[src/design/ofs_spi_link_unused.sv]
// Holds no logic of its own; the serial shifter is ofs_spi_link

[src/common/ofs_pkg.sv]
// Shared constants and types for the output fault supervisor
package ofs_pkg;
    localparam int unsigned N_OUT       = 8;
    localparam int unsigned N_THERMAL_LIMIT_FLAG      = N_OUT + 1;
    localparam int unsigned WORD_BITS   = 16;
    localparam int unsigned CNT_W       = 5;
    localparam int unsigned CMD_HI      = 15;
    localparam int unsigned CMD_LO      = 11;
    localparam int unsigned CMD_W       = CMD_HI - CMD_LO + 1;
    localparam logic [4:0]  CMD_OUT_CTRL   = 5'h01;
    localparam logic [4:0]  CMD_PD_CTRL    = 5'h02;
    localparam logic [4:0]  CMD_THERMAL_LIMIT_FLAG_QUERY = 5'h1C;
    localparam int unsigned RSP_FAULT_BIT  = 15;
    localparam int unsigned RSP_RESET_BIT  = 14;
    localparam int unsigned RSP_TRIM_BIT   = 13;
    localparam int unsigned THERMAL_LIMIT_FLAG_CURRENT_DRIVER_ONE_BIT  = 9;
    localparam int unsigned THERMAL_LIMIT_FLAG_OSS_LO    = 1;
    localparam logic [7:0]  OUT_RESET      = 8'h00;
    localparam logic [7:0]  PD_RESET       = 8'hFF;
    localparam int unsigned CLK_KHZ        = 40000;
    localparam int unsigned FILTER_MIN_US  = 100;
    localparam int unsigned FILTER_MAX_US  = 450;
    localparam int unsigned FILTER_CYC     = (FILTER_MIN_US * CLK_KHZ + 999) / 1000;

    typedef enum logic [1:0] {
        OFS_MSG_ONE  = 2'h0,
        OFS_MSG_TWO  = 2'h1,
        OFS_MSG_THERMAL_LIMIT_FLAG = 2'h3
    } ofs_msg_t;
endpackage

[src/common/ofs_link_if.sv]
// Word-level link between the serial shifter and the supervisor core
`timescale 1ns/100ps
`default_nettype none
interface ofs_link_if;
    logic [15:0] rx_word;
    logic [15:0] tx_word;
    logic        frame_done;
    logic        frame_ok;

    modport link (output rx_word, output frame_done, output frame_ok, input tx_word);
    modport core (input rx_word, input frame_done, input frame_ok, output tx_word);
endinterface
`default_nettype wire

[src/design/ofs_supervisor.sv]
// Output fault supervisor: open-load filter and latch, supply shutdown, response words
`timescale 1ns/100ps
`default_nettype none
// Contract
// An output is checked for open load only while it is commanded off, by its own comparator.
// Every pull-down current source is enabled from power-up.
// An output whose pull-down is disabled always reports open-load status 0.
// Pull-downs turn off only in sleep or by explicit serial command.
// Open-load detection is filtered by a fault delay of 100 to 450 us.
// Each chip-select rising edge restarts the delay; the comparator counts only after expiry.
// A cleared open load leaves the fault latched in the response until the host reads it.
// Logic-supply undervoltage switches all outputs off and resets all control registers.
// Battery undervoltage likewise switches all outputs off and resets all control registers.
// Between battery undervoltage and 9 V commands still execute; status may be invalid.
// Battery overvoltage holds all outputs off until the supply is normal again.
// Status bits read 1 on fault; the leading bit flags overvoltage or thermal limit.
// The second response message carries a trim bit, 0 untrimmed and 1 trimmed.
// A thermal-limit query returns per-driver flags for driver one and the eight switches.
// A latched fault clears once its response word is shifted out and the fault is gone.
module ofs_supervisor #(
    parameter int unsigned N_OUT     = ofs_pkg::N_OUT,
    parameter int unsigned DELAY_CYC = ofs_pkg::FILTER_CYC
) (
    input  wire logic             clock_i,
    input  wire logic             rst_i,
    input  wire logic             sclk_i,
    input  wire logic             cs_n_i,
    input  wire logic             mosi_i,
    output logic                  miso_o,
    output logic                  miso_oe_n_o,
    input  wire logic [N_OUT-1:0] open_cmp_i,
    input  wire logic [N_OUT:0]   thermal_limit_flag_i,
    input  wire logic             logic_uv_i,
    input  wire logic             battery_supply_uv_i,
    input  wire logic             overvoltage_flag_i,
    input  wire logic             sleep_i,
    input  wire logic             trim_set_i,
    output logic [N_OUT-1:0]      octal_switch_output_o,
    output logic [N_OUT-1:0]      pulldown_en_o
);
    localparam int unsigned WB = ofs_pkg::WORD_BITS;

    typedef struct packed {
        logic [N_OUT-1:0] cmp_s1, cmp_s2;
        logic [N_OUT:0]   tl_s1, tl_s2;
        logic             uv_s1, uv_s2;
        logic             ov_s1, ov_s2;
        logic             slp_s1, slp_s2;
        logic [N_OUT-1:0] out_on;
        logic [N_OUT-1:0] pd_en;
        logic [N_OUT-1:0] ol_lat;
        logic [N_OUT-1:0] drv;
        logic [N_OUT-1:0] pd_eff;
        logic             rst_flag;
        ofs_pkg::ofs_msg_t msg;
    } ofs_core_t;

    ofs_core_t st_r;
    ofs_core_t st_nxt;

    ofs_link_if lk ();

    logic                            expired;
    logic [N_OUT-1:0]                pd_now;
    logic [N_OUT-1:0]                detect;
    logic [N_OUT-1:0]                clr_mask;
    logic [N_OUT-1:0]                report;
    logic                            good_frame;
    logic                            fault_lead;
    logic [ofs_pkg::CMD_W-1:0]       cmd;
    logic [WB-1:0]                   tx_w;

    ofs_spi_link u_link (
        .clock_i     (clock_i),
        .rst_i       (rst_i),
        .sclk_i      (sclk_i),
        .cs_n_i      (cs_n_i),
        .mosi_i      (mosi_i),
        .miso_o      (miso_o),
        .miso_oe_n_o (miso_oe_n_o),
        .lk          (lk.link)
    );

    ofs_fault_timer #(
        .DELAY_CYC (DELAY_CYC)
    ) u_timer (
        .clock_i   (clock_i),
        .rst_i     (rst_i),
        .restart_i (lk.frame_done),
        .expired_o (expired)
    );

    always_comb begin
        st_nxt        = st_r;
        st_nxt.cmp_s1 = open_cmp_i;
        st_nxt.cmp_s2 = st_r.cmp_s1;
        st_nxt.tl_s1  = thermal_limit_flag_i;
        st_nxt.tl_s2  = st_r.tl_s1;
        st_nxt.uv_s1  = logic_uv_i || battery_supply_uv_i;
        st_nxt.uv_s2  = st_r.uv_s1;
        st_nxt.ov_s1  = overvoltage_flag_i;
        st_nxt.ov_s2  = st_r.ov_s1;
        st_nxt.slp_s1 = sleep_i;
        st_nxt.slp_s2 = st_r.slp_s1;
        pd_now     = st_r.pd_en & {N_OUT{!st_r.slp_s2}};
        // Only off outputs, live pull-down, filter expired
        detect     = st_r.cmp_s2 & ~st_r.out_on & pd_now & {N_OUT{expired}};
        good_frame = lk.frame_done && lk.frame_ok;
        cmd        = lk.rx_word[ofs_pkg::CMD_HI:ofs_pkg::CMD_LO];
        // Only bits whose fault has gone may drop once read
        clr_mask   = {N_OUT{good_frame && st_r.msg == ofs_pkg::OFS_MSG_ONE}}
                     & ~st_r.cmp_s2;
        st_nxt.ol_lat = ((st_r.ol_lat & ~clr_mask) | detect) & pd_now;
        if (st_r.rst_flag && good_frame && st_r.msg == ofs_pkg::OFS_MSG_TWO) begin
            st_nxt.rst_flag = 1'b0;
        end
        // Commands act regardless of a low but valid battery level
        if (good_frame) begin
            unique case (st_r.msg)
                ofs_pkg::OFS_MSG_ONE:  st_nxt.msg = ofs_pkg::OFS_MSG_TWO;
                ofs_pkg::OFS_MSG_TWO:  st_nxt.msg = ofs_pkg::OFS_MSG_ONE;
                ofs_pkg::OFS_MSG_THERMAL_LIMIT_FLAG: st_nxt.msg = ofs_pkg::OFS_MSG_ONE;
                default:               st_nxt.msg = ofs_pkg::OFS_MSG_ONE;
            endcase
            if (cmd == ofs_pkg::CMD_OUT_CTRL) begin
                st_nxt.out_on = lk.rx_word[N_OUT-1:0];
            end else if (cmd == ofs_pkg::CMD_PD_CTRL) begin
                st_nxt.pd_en = lk.rx_word[N_OUT-1:0];
            end else if (cmd == ofs_pkg::CMD_THERMAL_LIMIT_FLAG_QUERY) begin
                st_nxt.msg = ofs_pkg::OFS_MSG_THERMAL_LIMIT_FLAG;
            end
        end
        if (st_r.uv_s2) begin
            st_nxt.out_on   = N_OUT'(ofs_pkg::OUT_RESET);
            st_nxt.pd_en    = N_OUT'(ofs_pkg::PD_RESET);
            st_nxt.ol_lat   = '0;
            st_nxt.msg      = ofs_pkg::OFS_MSG_ONE;
            st_nxt.rst_flag = 1'b1;
        end
        st_nxt.drv    = st_r.out_on & {N_OUT{!(st_r.uv_s2 || st_r.ov_s2)}};
        st_nxt.pd_eff = pd_now;
    end

    always_ff @(posedge clock_i) begin
        if (rst_i) begin
            st_r          <= '0;
            st_r.out_on   <= N_OUT'(ofs_pkg::OUT_RESET);
            st_r.pd_en    <= N_OUT'(ofs_pkg::PD_RESET);
            st_r.pd_eff   <= N_OUT'(ofs_pkg::PD_RESET);
            st_r.rst_flag <= 1'b1;
            st_r.msg      <= ofs_pkg::OFS_MSG_ONE;
        end else begin
            st_r <= st_nxt;
        end
    end

    // Response word for the next frame
    always_comb begin
        report     = st_r.ol_lat & st_r.pd_eff;
        fault_lead = st_r.ov_s2 || (|st_r.tl_s2);
        tx_w       = '0;
        unique case (st_r.msg)
            ofs_pkg::OFS_MSG_ONE: begin
                tx_w[ofs_pkg::RSP_FAULT_BIT] = fault_lead;
                tx_w[N_OUT-1:0]              = report;
            end
            ofs_pkg::OFS_MSG_TWO: begin
                tx_w[ofs_pkg::RSP_FAULT_BIT] = fault_lead;
                tx_w[ofs_pkg::RSP_RESET_BIT] = st_r.rst_flag;
                tx_w[ofs_pkg::RSP_TRIM_BIT]  = trim_set_i;
            end
            ofs_pkg::OFS_MSG_THERMAL_LIMIT_FLAG: begin
                tx_w[ofs_pkg::THERMAL_LIMIT_FLAG_CURRENT_DRIVER_ONE_BIT]        = st_r.tl_s2[N_OUT];
                tx_w[ofs_pkg::THERMAL_LIMIT_FLAG_OSS_LO +: N_OUT] = st_r.tl_s2[N_OUT-1:0];
            end
            default: tx_w = '0;
        endcase
    end

    assign lk.tx_word            = tx_w;
    assign octal_switch_output_o = st_r.drv;
    assign pulldown_en_o         = st_r.pd_eff;

    // Checks
    logic [N_OUT-1:0] drop_ok;
    logic             pd_cmd;
    assign drop_ok = clr_mask | ~pd_now | {N_OUT{st_r.uv_s2}};
    assign pd_cmd  = good_frame && cmd == ofs_pkg::CMD_PD_CTRL;
endmodule
`default_nettype wire

[src/design/ofs_fault_timer.sv]
// Open-load fault delay timer, restarted by each chip-select release
`timescale 1ns/100ps
`default_nettype none
module ofs_fault_timer #(
    parameter int unsigned DELAY_CYC = ofs_pkg::FILTER_CYC
) (
    input  wire logic clock_i,
    input  wire logic rst_i,
    input  wire logic restart_i,
    output logic      expired_o
);
    localparam int unsigned W = $clog2(DELAY_CYC + 1);

    typedef struct packed {
        logic [W-1:0] cnt;
        logic         expired;
    } ofs_tmr_t;

    ofs_tmr_t st_r;
    ofs_tmr_t st_nxt;

    always_comb begin
        st_nxt = st_r;
        if (restart_i) begin
            st_nxt.cnt     = '0;
            st_nxt.expired = 1'b0;
        end else if (!st_r.expired) begin
            st_nxt.cnt = st_r.cnt + W'(1);
            if (st_r.cnt == W'(DELAY_CYC - 1)) begin
                st_nxt.expired = 1'b1;
            end
        end
    end

    always_ff @(posedge clock_i) begin
        if (rst_i) begin
            st_r <= '0;
        end else begin
            st_r <= st_nxt;
        end
    end

    assign expired_o = st_r.expired;

    // Independent age count for the checks
    logic [W:0] age_r;
    always_ff @(posedge clock_i) begin
        if (rst_i || restart_i) begin
            age_r <= '0;
        end else if (age_r != {(W+1){1'b1}}) begin
            age_r <= age_r + (W+1)'(1);
        end
    end
endmodule
`default_nettype wire

[src/design/ofs_spi_link.sv]
// Serial shifter: samples the link pins and moves 16-bit words
`timescale 1ns/100ps
`default_nettype none
module ofs_spi_link (
    input  wire logic  clock_i,
    input  wire logic  rst_i,
    input  wire logic  sclk_i,
    input  wire logic  cs_n_i,
    input  wire logic  mosi_i,
    output logic       miso_o,
    output logic       miso_oe_n_o,
    ofs_link_if.link   lk
);
    localparam int unsigned CW = ofs_pkg::CNT_W;
    localparam int unsigned WB = ofs_pkg::WORD_BITS;

    typedef struct packed {
        logic          sck_s1, sck_s2, sck_d;
        logic          cs_s1, cs_s2, cs_d;
        logic          mi_s1, mi_s2;
        logic [WB-1:0] rx, tx, rxw;
        logic [CW-1:0] cnt;
        logic          so, sel, done, ok;
    } ofs_spi_t;

    ofs_spi_t st_r;
    ofs_spi_t st_nxt;
    logic     cs_fall, cs_rise, sck_rise, sck_fall;

    always_comb begin
        st_nxt        = st_r;
        st_nxt.sck_s1 = sclk_i;
        st_nxt.sck_s2 = st_r.sck_s1;
        st_nxt.sck_d  = st_r.sck_s2;
        st_nxt.cs_s1  = cs_n_i;
        st_nxt.cs_s2  = st_r.cs_s1;
        st_nxt.cs_d   = st_r.cs_s2;
        st_nxt.mi_s1  = mosi_i;
        st_nxt.mi_s2  = st_r.mi_s1;
        st_nxt.done   = 1'b0;
        cs_fall  = !st_r.cs_s2 && st_r.cs_d;
        cs_rise  = st_r.cs_s2 && !st_r.cs_d;
        sck_rise = st_r.sck_s2 && !st_r.sck_d;
        sck_fall = !st_r.sck_s2 && st_r.sck_d;
        if (cs_fall) begin
            st_nxt.tx  = lk.tx_word;
            st_nxt.so  = lk.tx_word[WB-1];
            st_nxt.rx  = '0;
            st_nxt.cnt = '0;
            st_nxt.sel = 1'b1;
        end else if (st_r.sel && sck_rise) begin
            st_nxt.rx = {st_r.rx[WB-2:0], st_r.mi_s2};
            // Saturates so an overlong frame never wraps to a valid count
            if (st_r.cnt != {CW{1'b1}}) begin
                st_nxt.cnt = st_r.cnt + CW'(1);
            end
        end else if (st_r.sel && sck_fall) begin
            st_nxt.tx = {st_r.tx[WB-2:0], 1'b0};
            st_nxt.so = st_r.tx[WB-2];
        end
        if (cs_rise && st_r.sel) begin
            st_nxt.sel  = 1'b0;
            st_nxt.done = 1'b1;
            st_nxt.ok   = (st_r.cnt == CW'(WB));
            st_nxt.rxw  = st_r.rx;
        end
    end

    always_ff @(posedge clock_i) begin
        if (rst_i) begin
            st_r       <= '0;
            st_r.sck_s1 <= 1'b0;
            st_r.cs_s1 <= 1'b1;
            st_r.cs_s2 <= 1'b1;
            st_r.cs_d  <= 1'b1;
        end else begin
            st_r <= st_nxt;
        end
    end

    assign miso_o        = st_r.so;
    assign miso_oe_n_o   = !st_r.sel;
    assign lk.rx_word    = st_r.rxw;
    assign lk.frame_done = st_r.done;
    assign lk.frame_ok   = st_r.ok;
endmodule
`default_nettype wire

[config.mk]
export PLATFORM = sky130hd
export DESIGN_NAME = ofs_supervisor
export DESIGN_NICKNAME = d
export VERILOG_FILES = /design/src/design/ofs_spi_link_unused.sv /design/src/common/ofs_pkg.sv /design/src/common/ofs_link_if.sv /design/src/design/ofs_supervisor.sv /design/src/design/ofs_fault_timer.sv /design/src/design/ofs_spi_link.sv
export SDC_FILE = /design/constraint.sdc
export NUM_CORES = 1
export LEC_CHECK = 0
export ABC_CLOCK_PERIOD_IN_PS = 4300
export BUFFER_PORTS_ARGS = -buffer_cell sky130_fd_sc_hd__buf_2
export CORE_ASPECT_RATIO = 0.6
export CORE_MARGIN = 4
export CORE_UTILIZATION = 50
export DETAILED_ROUTE_END_ITERATION = 6
export MAX_ROUTING_LAYER = met4
export PLACE_DENSITY = 0.68
export SYNTH_ARGS = -nofsm -noshare
export SYNTH_HDL_FRONTEND = slang
export SYNTH_SLANG_ARGS = --single-unit
export TNS_END_PERCENT = 50
[constraint.sdc]
create_clock -name clock_i -period 4.3 [get_ports clock_i]
set_clock_uncertainty 0.2 [all_clocks]
set_input_delay 0.215 -clock clock_i [delete_from_list [all_inputs] [get_ports clock_i]]
set_output_delay 0.215 -clock clock_i [all_outputs]
set_load 0.05 [all_outputs]
* Word-level counts from Yosys, hierarchy flattened
Index checks and enable logic that the tools add are counted.
** Operators by class
- Add/subtract/negate cells :: 2
- Equality and inequality tests :: 9
- Muxes and demuxes :: 18
- Bitwise logic cells :: 15
- Reduce and logical (&&, ||, !) cells :: 34
** Operators with widths (number)
- AND 8 bit :: 9
- 2-to-1 mux 15 bit :: 3
- NOT 8 bit :: 3
- one-hot mux 7 bit (2 select lines) :: 1
- adder 12 x 1 -> 12 bit (second input constant) :: 1
- == test 12 bit (second input constant) :: 1
- 2-to-1 mux 2 bit :: 6
- logical AND 1 bit :: 11
- == test 5 bit (second input constant) :: 2
- OR reduction 2 bit :: 5
- OR reduction 9 bit :: 1
- 2-to-1 mux 1 bit :: 8
- bitwise OR 8 bit :: 1
- AND reduction 2 bit :: 4
- zero test 1 bit :: 7
- adder 5 x 1 -> 5 bit (second input constant) :: 1
- == test 5 x 1 -> 1 bit (second input constant) :: 1
- == test 5 x 2 -> 1 bit (second input constant) :: 1
- inequality test 5 bit (second input constant) :: 1
- logical OR 1 bit :: 3
- AND reduction 3 bit :: 1
- == test 2 x 1 -> 1 bit (second input constant) :: 1
- == test 2 bit (second input constant) :: 1
- zero test 2 bit :: 1
- 3 further kinds :: 4
** Storage, ports and cells
- Bits in registers :: 160
- Input bits :: 27
- Logic and storage cells :: 114

* Logic depth before layout (Yosys ltp)
Gate-level depths: netlist (run 1).
- Depth after elaboration :: 7
- Gate-level depth with buffers :: 6
- Depth with buffers taken out :: 6

* Hierarchy
A second synthesis (run 1) with hierarchy kept.
** Unflattened totals
- Cell total of the unflattened synthesis :: 649
- Area total of the unflattened synthesis :: 6105.9 sq um
** Modules (own cells, without submodules)
- ofs_supervisor :: instances 1, cells each 310, area each 2977.9 sq um
- ofs_spi_link :: instances 1, cells each 272, area each 2496.1 sq um
- ofs_fault_timer :: instances 1, cells each 67, area each 631.9 sq um

* Worst setup path after synthesis (run 1)
Ideal clock, no wire load.
- Path type :: reg2reg
- Start :: register u_link.st_r[4] (netlist bit)
- End :: register u_link.st_r[7] (netlist bit)
- Library setup time :: 0.071 ns
- Data arrival time :: 1.516 ns
- Setup slack :: 2.514 ns
- Cell stages (with the launch flop) :: 6
- Buffers on the path :: 0
- Clock period less this slack :: 1.786 ns
- Path through :: dfxtp_1 > ha_1 > and3_1 > ha_1 > or4_1 > a21oi_1
** Between the ends
- Cells in the longest elaborated chain, start to end :: 2
- Elaborated cells between the ends (all ways) :: 3
** Ends and longest elaborated chain
- start, declared :: RTL line ofs_spi_link.sv:26 : ofs_spi_t st_r;
- start signal, assigned :: RTL line ofs_spi_link.sv:77 : st_r <= st_nxt;
- branches (longest 2 deep; another with adder 5 x 1 -> 5 bit)
Several ways; the timed one is not identified.
A chain may end at the register's enable or synchronous reset.

* Worst setup path in the final report (run 1)
- Start :: register u_link.st_r (netlist bit u_link.st_nxt[59])
- End :: register u_link.st_r[32] (netlist bit)
** Between the ends
- Cells in the longest elaborated chain, start to end :: 4
- Elaborated cells between the ends (all ways) :: 6
** Ends and longest elaborated chain
- zero test 1 bit * :: RTL line ofs_spi_link.sv:41 : cs_fall = !st_r.cs_s2 && st_r.cs_d;
- logical AND 1 bit * :: RTL line ofs_spi_link.sv:41
- inequality test 2 x 1 -> 1 bit (no source line) or nonzero test 2 bit (tied branches)
- AND reduction 2 bit (no source line)
Every way passes the cells marked *; elsewhere a longest branch is shown, timed or not.

==> results of run 1 <==
## worst min-delay path by stage
stage          startpoint                 to  slack, ps  cells after the start
6_report            rst_i           st_r[70]        110                      2
3_5_place_dp       cs_n_i  u_link.st_nxt[60]        210                      2
2_1_floorplan      cs_n_i  u_link.st_nxt[60]        120                      1
3_3_place_gp       cs_n_i  u_link.st_nxt[60]        200                      2
5_1_grt             rst_i           st_r[73]        130                      2
4_1_cts             rst_i           st_r[67]         80                      2
## power groups by stage
stage                     Combinational, mW  Sequential [mW]  Clock (mW)
after global placement               0.0912             1.53           0
after CTS                             0.112             1.50        1.69
after global routing                  0.124             1.50        1.75
after floorplan                      0.0680             1.53           0
final                                 0.113             1.50        1.67
after detailed placement             0.0938             1.53           0
## worst reg2reg max path, stage by stage (launching register included)
cell and delay [ps]:
dfxtp_1 350, nand2b_1 450, nand2_1 740, o22ai_1 380
## logic make-up after synthesis
| kind of cell | synth area share, % |
|---|---|
| AND/OR/NAND/NOR | 20.8 |
| flip-flops | 55.4 |
| AO/OA/AOI/OAI | 14.1 |
| buffers and inverters | 4.78 |
| multiplexers | 3.00 |
| adder cells (fa/ha/maj) | 1.54 |
| XOR/XNOR | 0.463 |
## cell type report
cell class / count / area [sq um]
clock inverters: 12 / 210
fillers: 851 / 4050
multi-input cells: 363 / 2260
flip-flops and latches: 157 / 3140
inverters: 7 / 26.3
well taps: 139 / 174
repair buffers: 70 / 478
clock buffers: 20 / 467
## placed cells by master (no fill, tap or decap), types with 17 or more instances in the layout
cell,instances
a21oi_1,50
o21ai_0,30
clkbuf_16,17
nand3_1,30
nor2b_1,46
nand2_1,54
mux2i_1,17
dfxtp_1,157
buf_2,44
dlygate4sd3_1,25
## metrics by stage
stage                     worst slack, ps  util (%)  power (mW)  std cells  instance area [sq um]
after floorplan                      2510         -        1.60        573                   5680
after global placement               2240      54.0        1.62        711                   5830
after detailed placement             2130      54.0        1.62        711                   5830
after CTS                            2120      62.5        3.30        768                   6760
after global routing                 1800      62.5        3.38        768                   6760
final                                2080      62.5        3.29        768                   6760
## metal layers
metal  up-vias  share of wire, %  GRT usage [%]
li1       2078                 -              -
met1      1994                49           28.2
met2       155                42           27.8
met3        18               7.6           5.97
met4         0               1.5           6.95
met5         -                 0              -
## state kept, by name, indices dropped and copies added, names as in the netlist
name / cells
st_r: 47
u_link.st_r: 40
st_nxt: 20
u_link.lk.rx_word: 13
u_timer.st_r: 12
octal_switch_output_o: 8
pulldown_en_o: 8
u_link.st_nxt: 5
u_link.lk.frame_done: 1
u_link.lk.frame_ok: 1
u_link.miso_o: 1
u_timer.expired_o: 1
==> flow_metrics.tcl, run 1 <==
set metrics [dict create \
    crit_end "u_link.st_r[32]" \
    ant_nets 0 \
    crit_required_ps 4410 \
    rows 29 \
    p_sw_share_pct 20.4 \
    end_kind "flip-flop" \
    finalMaxSlewViolations 0 \
    drc_errors 0 \
    grt_pass1_vias 4009 \
    layout.nets 650 \
    vias 4245 \
    internal-power_mw 2.62 \
    io_buffer_count 44 \
    comb_power_share_pct 3.4 \
    slowest_stage "nand2_1" \
    area_growth_pct 19.1 \
    hold_slack_ps 107 \
    cts.sinks 157 \
    root_buffer "clkbuf_16" \
    ctsHoldBuffers 25 \
    place.gp.congestion 0.833 \
    post_cts_buffers 0 \
    wl_microns 12700 \
    min_path_type "in -> reg" \
    max-vdd-ir-drop_mv 0.326 \
    post_synth_num_cell_types 50 \
    crit_path_start_kind "flip-flop" \
    overflow 0 \
    worst-path-buf-inv 0 \
    path_cells "nand2b_1, nand2_1, o22ai_1" \
    path_clk_slew_ps 60 \
    cts_buffer_depth 2 \
    outcome "finished, final reports clean" \
    yosysTopAreaCellShare_pct 55.4 \
    yosysWarnings 0 \
    yosys-top-cells-area "dfxtp_1 (55%), nor2b_1 (5.1%), a21oi_1 (4.4%), nand2_1 (3.6%), mux2i_1 (3.0%)" \
    power_frac_clock_pct 50.9 \
    yosys.area.top_type "dfxtp_1" \
    sequentialPowerShare_pct 45.6 \
    wl_per_cell_microns 16.5 \
    cp_max_fo 30 \
    finalHoldViolations 0 \
    maxCapViolCount 0 \
    leakage_nw 2.64 \
    initial_core_util_pct 52.5 \
    crit_type "reg -> reg" \
    cts_made_buffers 17 \
    crit_family "simple AND/OR/NAND/NOR gates" \
    post-synth-top-count-cell "dfxtp_1" \
    r2r-end "u_link.st_r[32]" \
    drive_gt1_share_pct 15.1 \
    max-slew-margin-rel_pct 29.9 \
    arrival_ps 2330 \
    grt_max_degree 41 \
    timing.fmax_mhz 450 \
    grt_setup_unrepaired "false" \
    synth_nets 607 \
    syn_avg_cell_area_sq_um 9.91 \
    synthFlopType "dfxtp_1" \
    synth-seq-cells 157 \
    cts_max_level 4 \
    period_needed_ps 2220 \
    fin_crit_sh_pct 51.6 \
    yosys-top-cells-count "dfxtp_1 (157), nand2_1 (54), a21oi_1 (50)" \
    die_area_sq_um 13200 \
    netlist_instances 573 \
    drt-pass1-iter-count 5 \
    tightest_slew_ps 1050 \
    setup_viol 0 \
    ios 45 \
    antenna_found_initial 0 \
    setup.worst_path.start "u_link.st_nxt[59]" \
    cts_tree "built" \
    synthArstFlopShare_pct 0 \
    synth-edff-count 0 \
    r2r_start "u_link.st_nxt[59]" \
    core-area_sq_um 10800 \
    critPathMaxStageDelay_ps 740 \
    dieHeight_microns 90.5 \
    vias_per_cell 5.53 \
    ys_seq_area_share_pct 55.4 \
    ff2ff_setup_slack_ps 2080 \
    reg2regPathDepth 3 \
    path_depth 3 \
    drt_iter0_drc 319 \
    synth_area_sq_um 5680 \
    track_usage_pct 20.2 \
    grt_pass1_wl_microns 20800 \
    insertion_delay_ps 410 \
    diodes 0 \
    p_per_area_nw_per_um2 486 \
    fp.dieW_microns 146 \
    finalSetupTns_ps 0 \
    cts_resized 0 \
    p_sw_mw 0.670 \
    hpwl_microns 8270 \
]
Note: power is estimated with default switching activity, not from simulation.
==> run 2, diff against run 1 <==
Settings changed: ABC_AREA from default to 1, ABC_CLOCK_PERIOD_IN_PS 4300 to 2350.
Clock period 4.3 ns to 2.35 ns, I/O delays scaled along.
==> flow_metrics.tcl, run 2 <==
set metrics [dict create \
    finalHoldViolations 0 \
    ys_seq_area_share_pct 54.2 \
    setup_viol 0 \
    post-synth-top-count-cell "dfxtp_1" \
    vias_per_cell 4.90 \
    pre_cts_ws_ps 528 \
    drt-pass1-iter-count 6 \
    layout_setup_ws_ps 469 \
    antenna_found_initial 0 \
    yosys-top-cells-count "dfxtp_1 (157), nand2_1 (116), inv_1 (101)" \
    p_sw_mw 1.18 \
    cp_max_fo 10 \
    largest_reg_flops 47 \
    fillCellCount 955 \
    overflow 0 \
    area_growth_pct 19.4 \
    max-vdd-ir-drop_mv 0.550 \
    arrival_ps 1960 \
    drive_gt1_share_pct 12.0 \
    fp.dieW_microns 147 \
    initial_core_util_pct 51.3 \
    die_area_sq_um 13400 \
    yosysWarnings 0 \
    synth-edff-count 0 \
    cts_tree "built" \
    wl_per_cell_microns 13.2 \
    hpwl_microns 8820 \
    crit_family "simple AND/OR/NAND/NOR gates" \
    slowest_stage "nand3_1" \
    reg2regPathDepth 5 \
    dieHeight_microns 91.4 \
    core-area_sq_um 11300 \
    synth-seq-cells 157 \
    cts_max_level 4 \
    grt_max_degree 26 \
    synth_nets 763 \
    period_needed_ps 1880 \
    ff2ff_setup_slack_ps 470 \
    io_buffer_count 44 \
    ant_nets 0 \
    cts.sinks 157 \
    synthArstFlopShare_pct 0 \
    synthFlopType "dfxtp_1" \
    grt_setup_unrepaired "false" \
    post_cts_buffers 0 \
    min_to "u_link.st_r[57]" \
    p_per_area_nw_per_um2 821 \
    finalMaxSlewViolations 0 \
    insertion_delay_ps 410 \
    cts_buffer_depth 2 \
    leakage_nw 3.05 \
    ctsHoldBuffers 32 \
    top_register "st_r" \
    worst-path-buf-inv 1 \
    maxCapViolCount 0 \
    track_usage_pct 20.3 \
    tightest_slew_ps 611 \
    max-slew-margin-rel_pct 59.2 \
    crit_path_start_kind "flip-flop" \
    crit_required_ps 2430 \
    final_common_cell "dfxtp_1" \
    r2r_start "st_r[0]" \
    diodes 0 \
    drt_iter0_drc 292 \
    outcome "finished, final reports clean" \
    finalSetupTns_ps 0 \
    r2r-end "st_r[19]" \
    drc_errors 0 \
    yosysTopAreaCellShare_pct 54.2 \
    path_clk_slew_ps 60 \
    seqCellArea_sq_um 3140 \
    final_cell_mix "dfxtp_1 (157), nand2_1 (116), inv_1 (101)" \
    vias 4705 \
    netlist_instances 729 \
    post_synth_num_cell_types 28 \
    crit_type "reg -> reg" \
    path_cells "inv_1, ha_1, nand3_1, a21oi_1, nor4_1" \
    rows 30 \
    ios 45 \
    place.gp.congestion 0.876 \
    grt_pass1_wl_microns 21200 \
    wl_microns 12700 \
    min_path_type "reg -> reg" \
    yosys-top-cells-area "dfxtp_1 (54%), nand2_1 (7.5%), inv_1 (6.5%), nor2_1 (6.1%), nand3_1 (5.5%)" \
    syn_avg_cell_area_sq_um 7.95 \
    synth_area_sq_um 5800 \
    sequentialPowerShare_pct 48.3 \
    timing.fmax_mhz 532 \
    power_frac_clock_pct 47.6 \
    critPathMaxStageDelay_ps 410 \
    layout.nets 823 \
    cts_resized 0 \
    internal-power_mw 4.50 \
    end_kind "flip-flop" \
    grt_pass1_vias 4367 \
    fin_crit_sh_pct 80.1 \
    hold_depth 2 \
    comb_power_share_pct 4.1 \
    cts_made_buffers 17 \
    root_buffer "clkbuf_16" \
    yosys.area.top_type "dfxtp_1" \
    hold_start "u_link.st_nxt[57]" \
    p_sw_share_pct 20.7 \
    multi_input_area_sq_um 2030 \
]
run 2: cell count changes in the layout (fill, tap and decap cells not counted), sizes merged, moves of 10 or more:
cell,change
nand3,+35
inv,+97
nand2,+64
o21ai,+19
nand3b,-10
nor2,+90
a22o,-14
mux2i,-17
nor2b,-46
run 2: power groups by stage:
stage               Clock [mW]  Sequential, mW  Combinational, mW
CTS                       2.74            2.74              0.234
global route              2.88            2.75              0.264
floorplan                    0            2.79              0.142
finish                    2.70            2.74              0.236
global placement             0            2.80              0.186
detailed placement           0            2.80              0.193
run 2: through the flow:
stage	power [mW]	cells	util [%]	cell area, sq um	hold WS [ps]
6_report	5.68	961	61.2	6920	200
5_1_grt	5.89	961	61.2	6920	221
4_1_cts	5.72	961	61.2	6920	200
3_5_place_dp	2.99	898	53.2	6010	116
3_3_place_gp	2.98	898	53.2	6010	112
2_1_floorplan	2.93	729	-	5800	21.3
run 2: worst max-delay path by stage:
stage	startpoint	endpoint	depth (start not counted)
finish	st_r[0]	st_r[19]	5
global route	st_r[1]	st_r[19]	5
CTS	st_r[1]	st_r[19]	5
detailed placement	st_r[1]	st_r[26]	5
global placement	st_r[1]	st_r[23]	5
floorplan	u_link.st_r[4]	u_link.st_r[6]	10
run 2: worst register-to-register path, stage by stage, from the launching register on:
cell and delay [ps]:
dfxtp_1 340, inv_1 70, ha_1 400, nand3_1 410, a21oi_1 270, nor4_1 70
run 2: final cells by class:
type / instances / share of cell area, %
clock buffer: 25 / 7.31
sequential: 157 / 45.4
tap: 160 / 2.89
timing repair buffer: 80 / 8.25
inverter: 104 / 5.64
multi-input combinational: 429 / 29.3
clock inverter: 6 / 1.19
run 2: logic make-up after synthesis:
logic type | Yosys count | share of synthesized area [%]
DFF | 157 | 54.2
and+or+nand+nor | 318 | 24.4
adders and majority gates | 7 | 1.51
buffers and inverters | 143 | 10.8
AOI/OAI and AO/OA | 104 | 9.07
run 2: metal layers:
layer,vias up,part of all wire (%),global-route usage [%],wire length [microns]
li1,2425,-,-,-
met1,2136,50,28.1,6380
met2,123,42,28.8,5350
met3,21,6.0,5.44,764
met4,0,1.5,6.82,193
met5,-,0,-,0
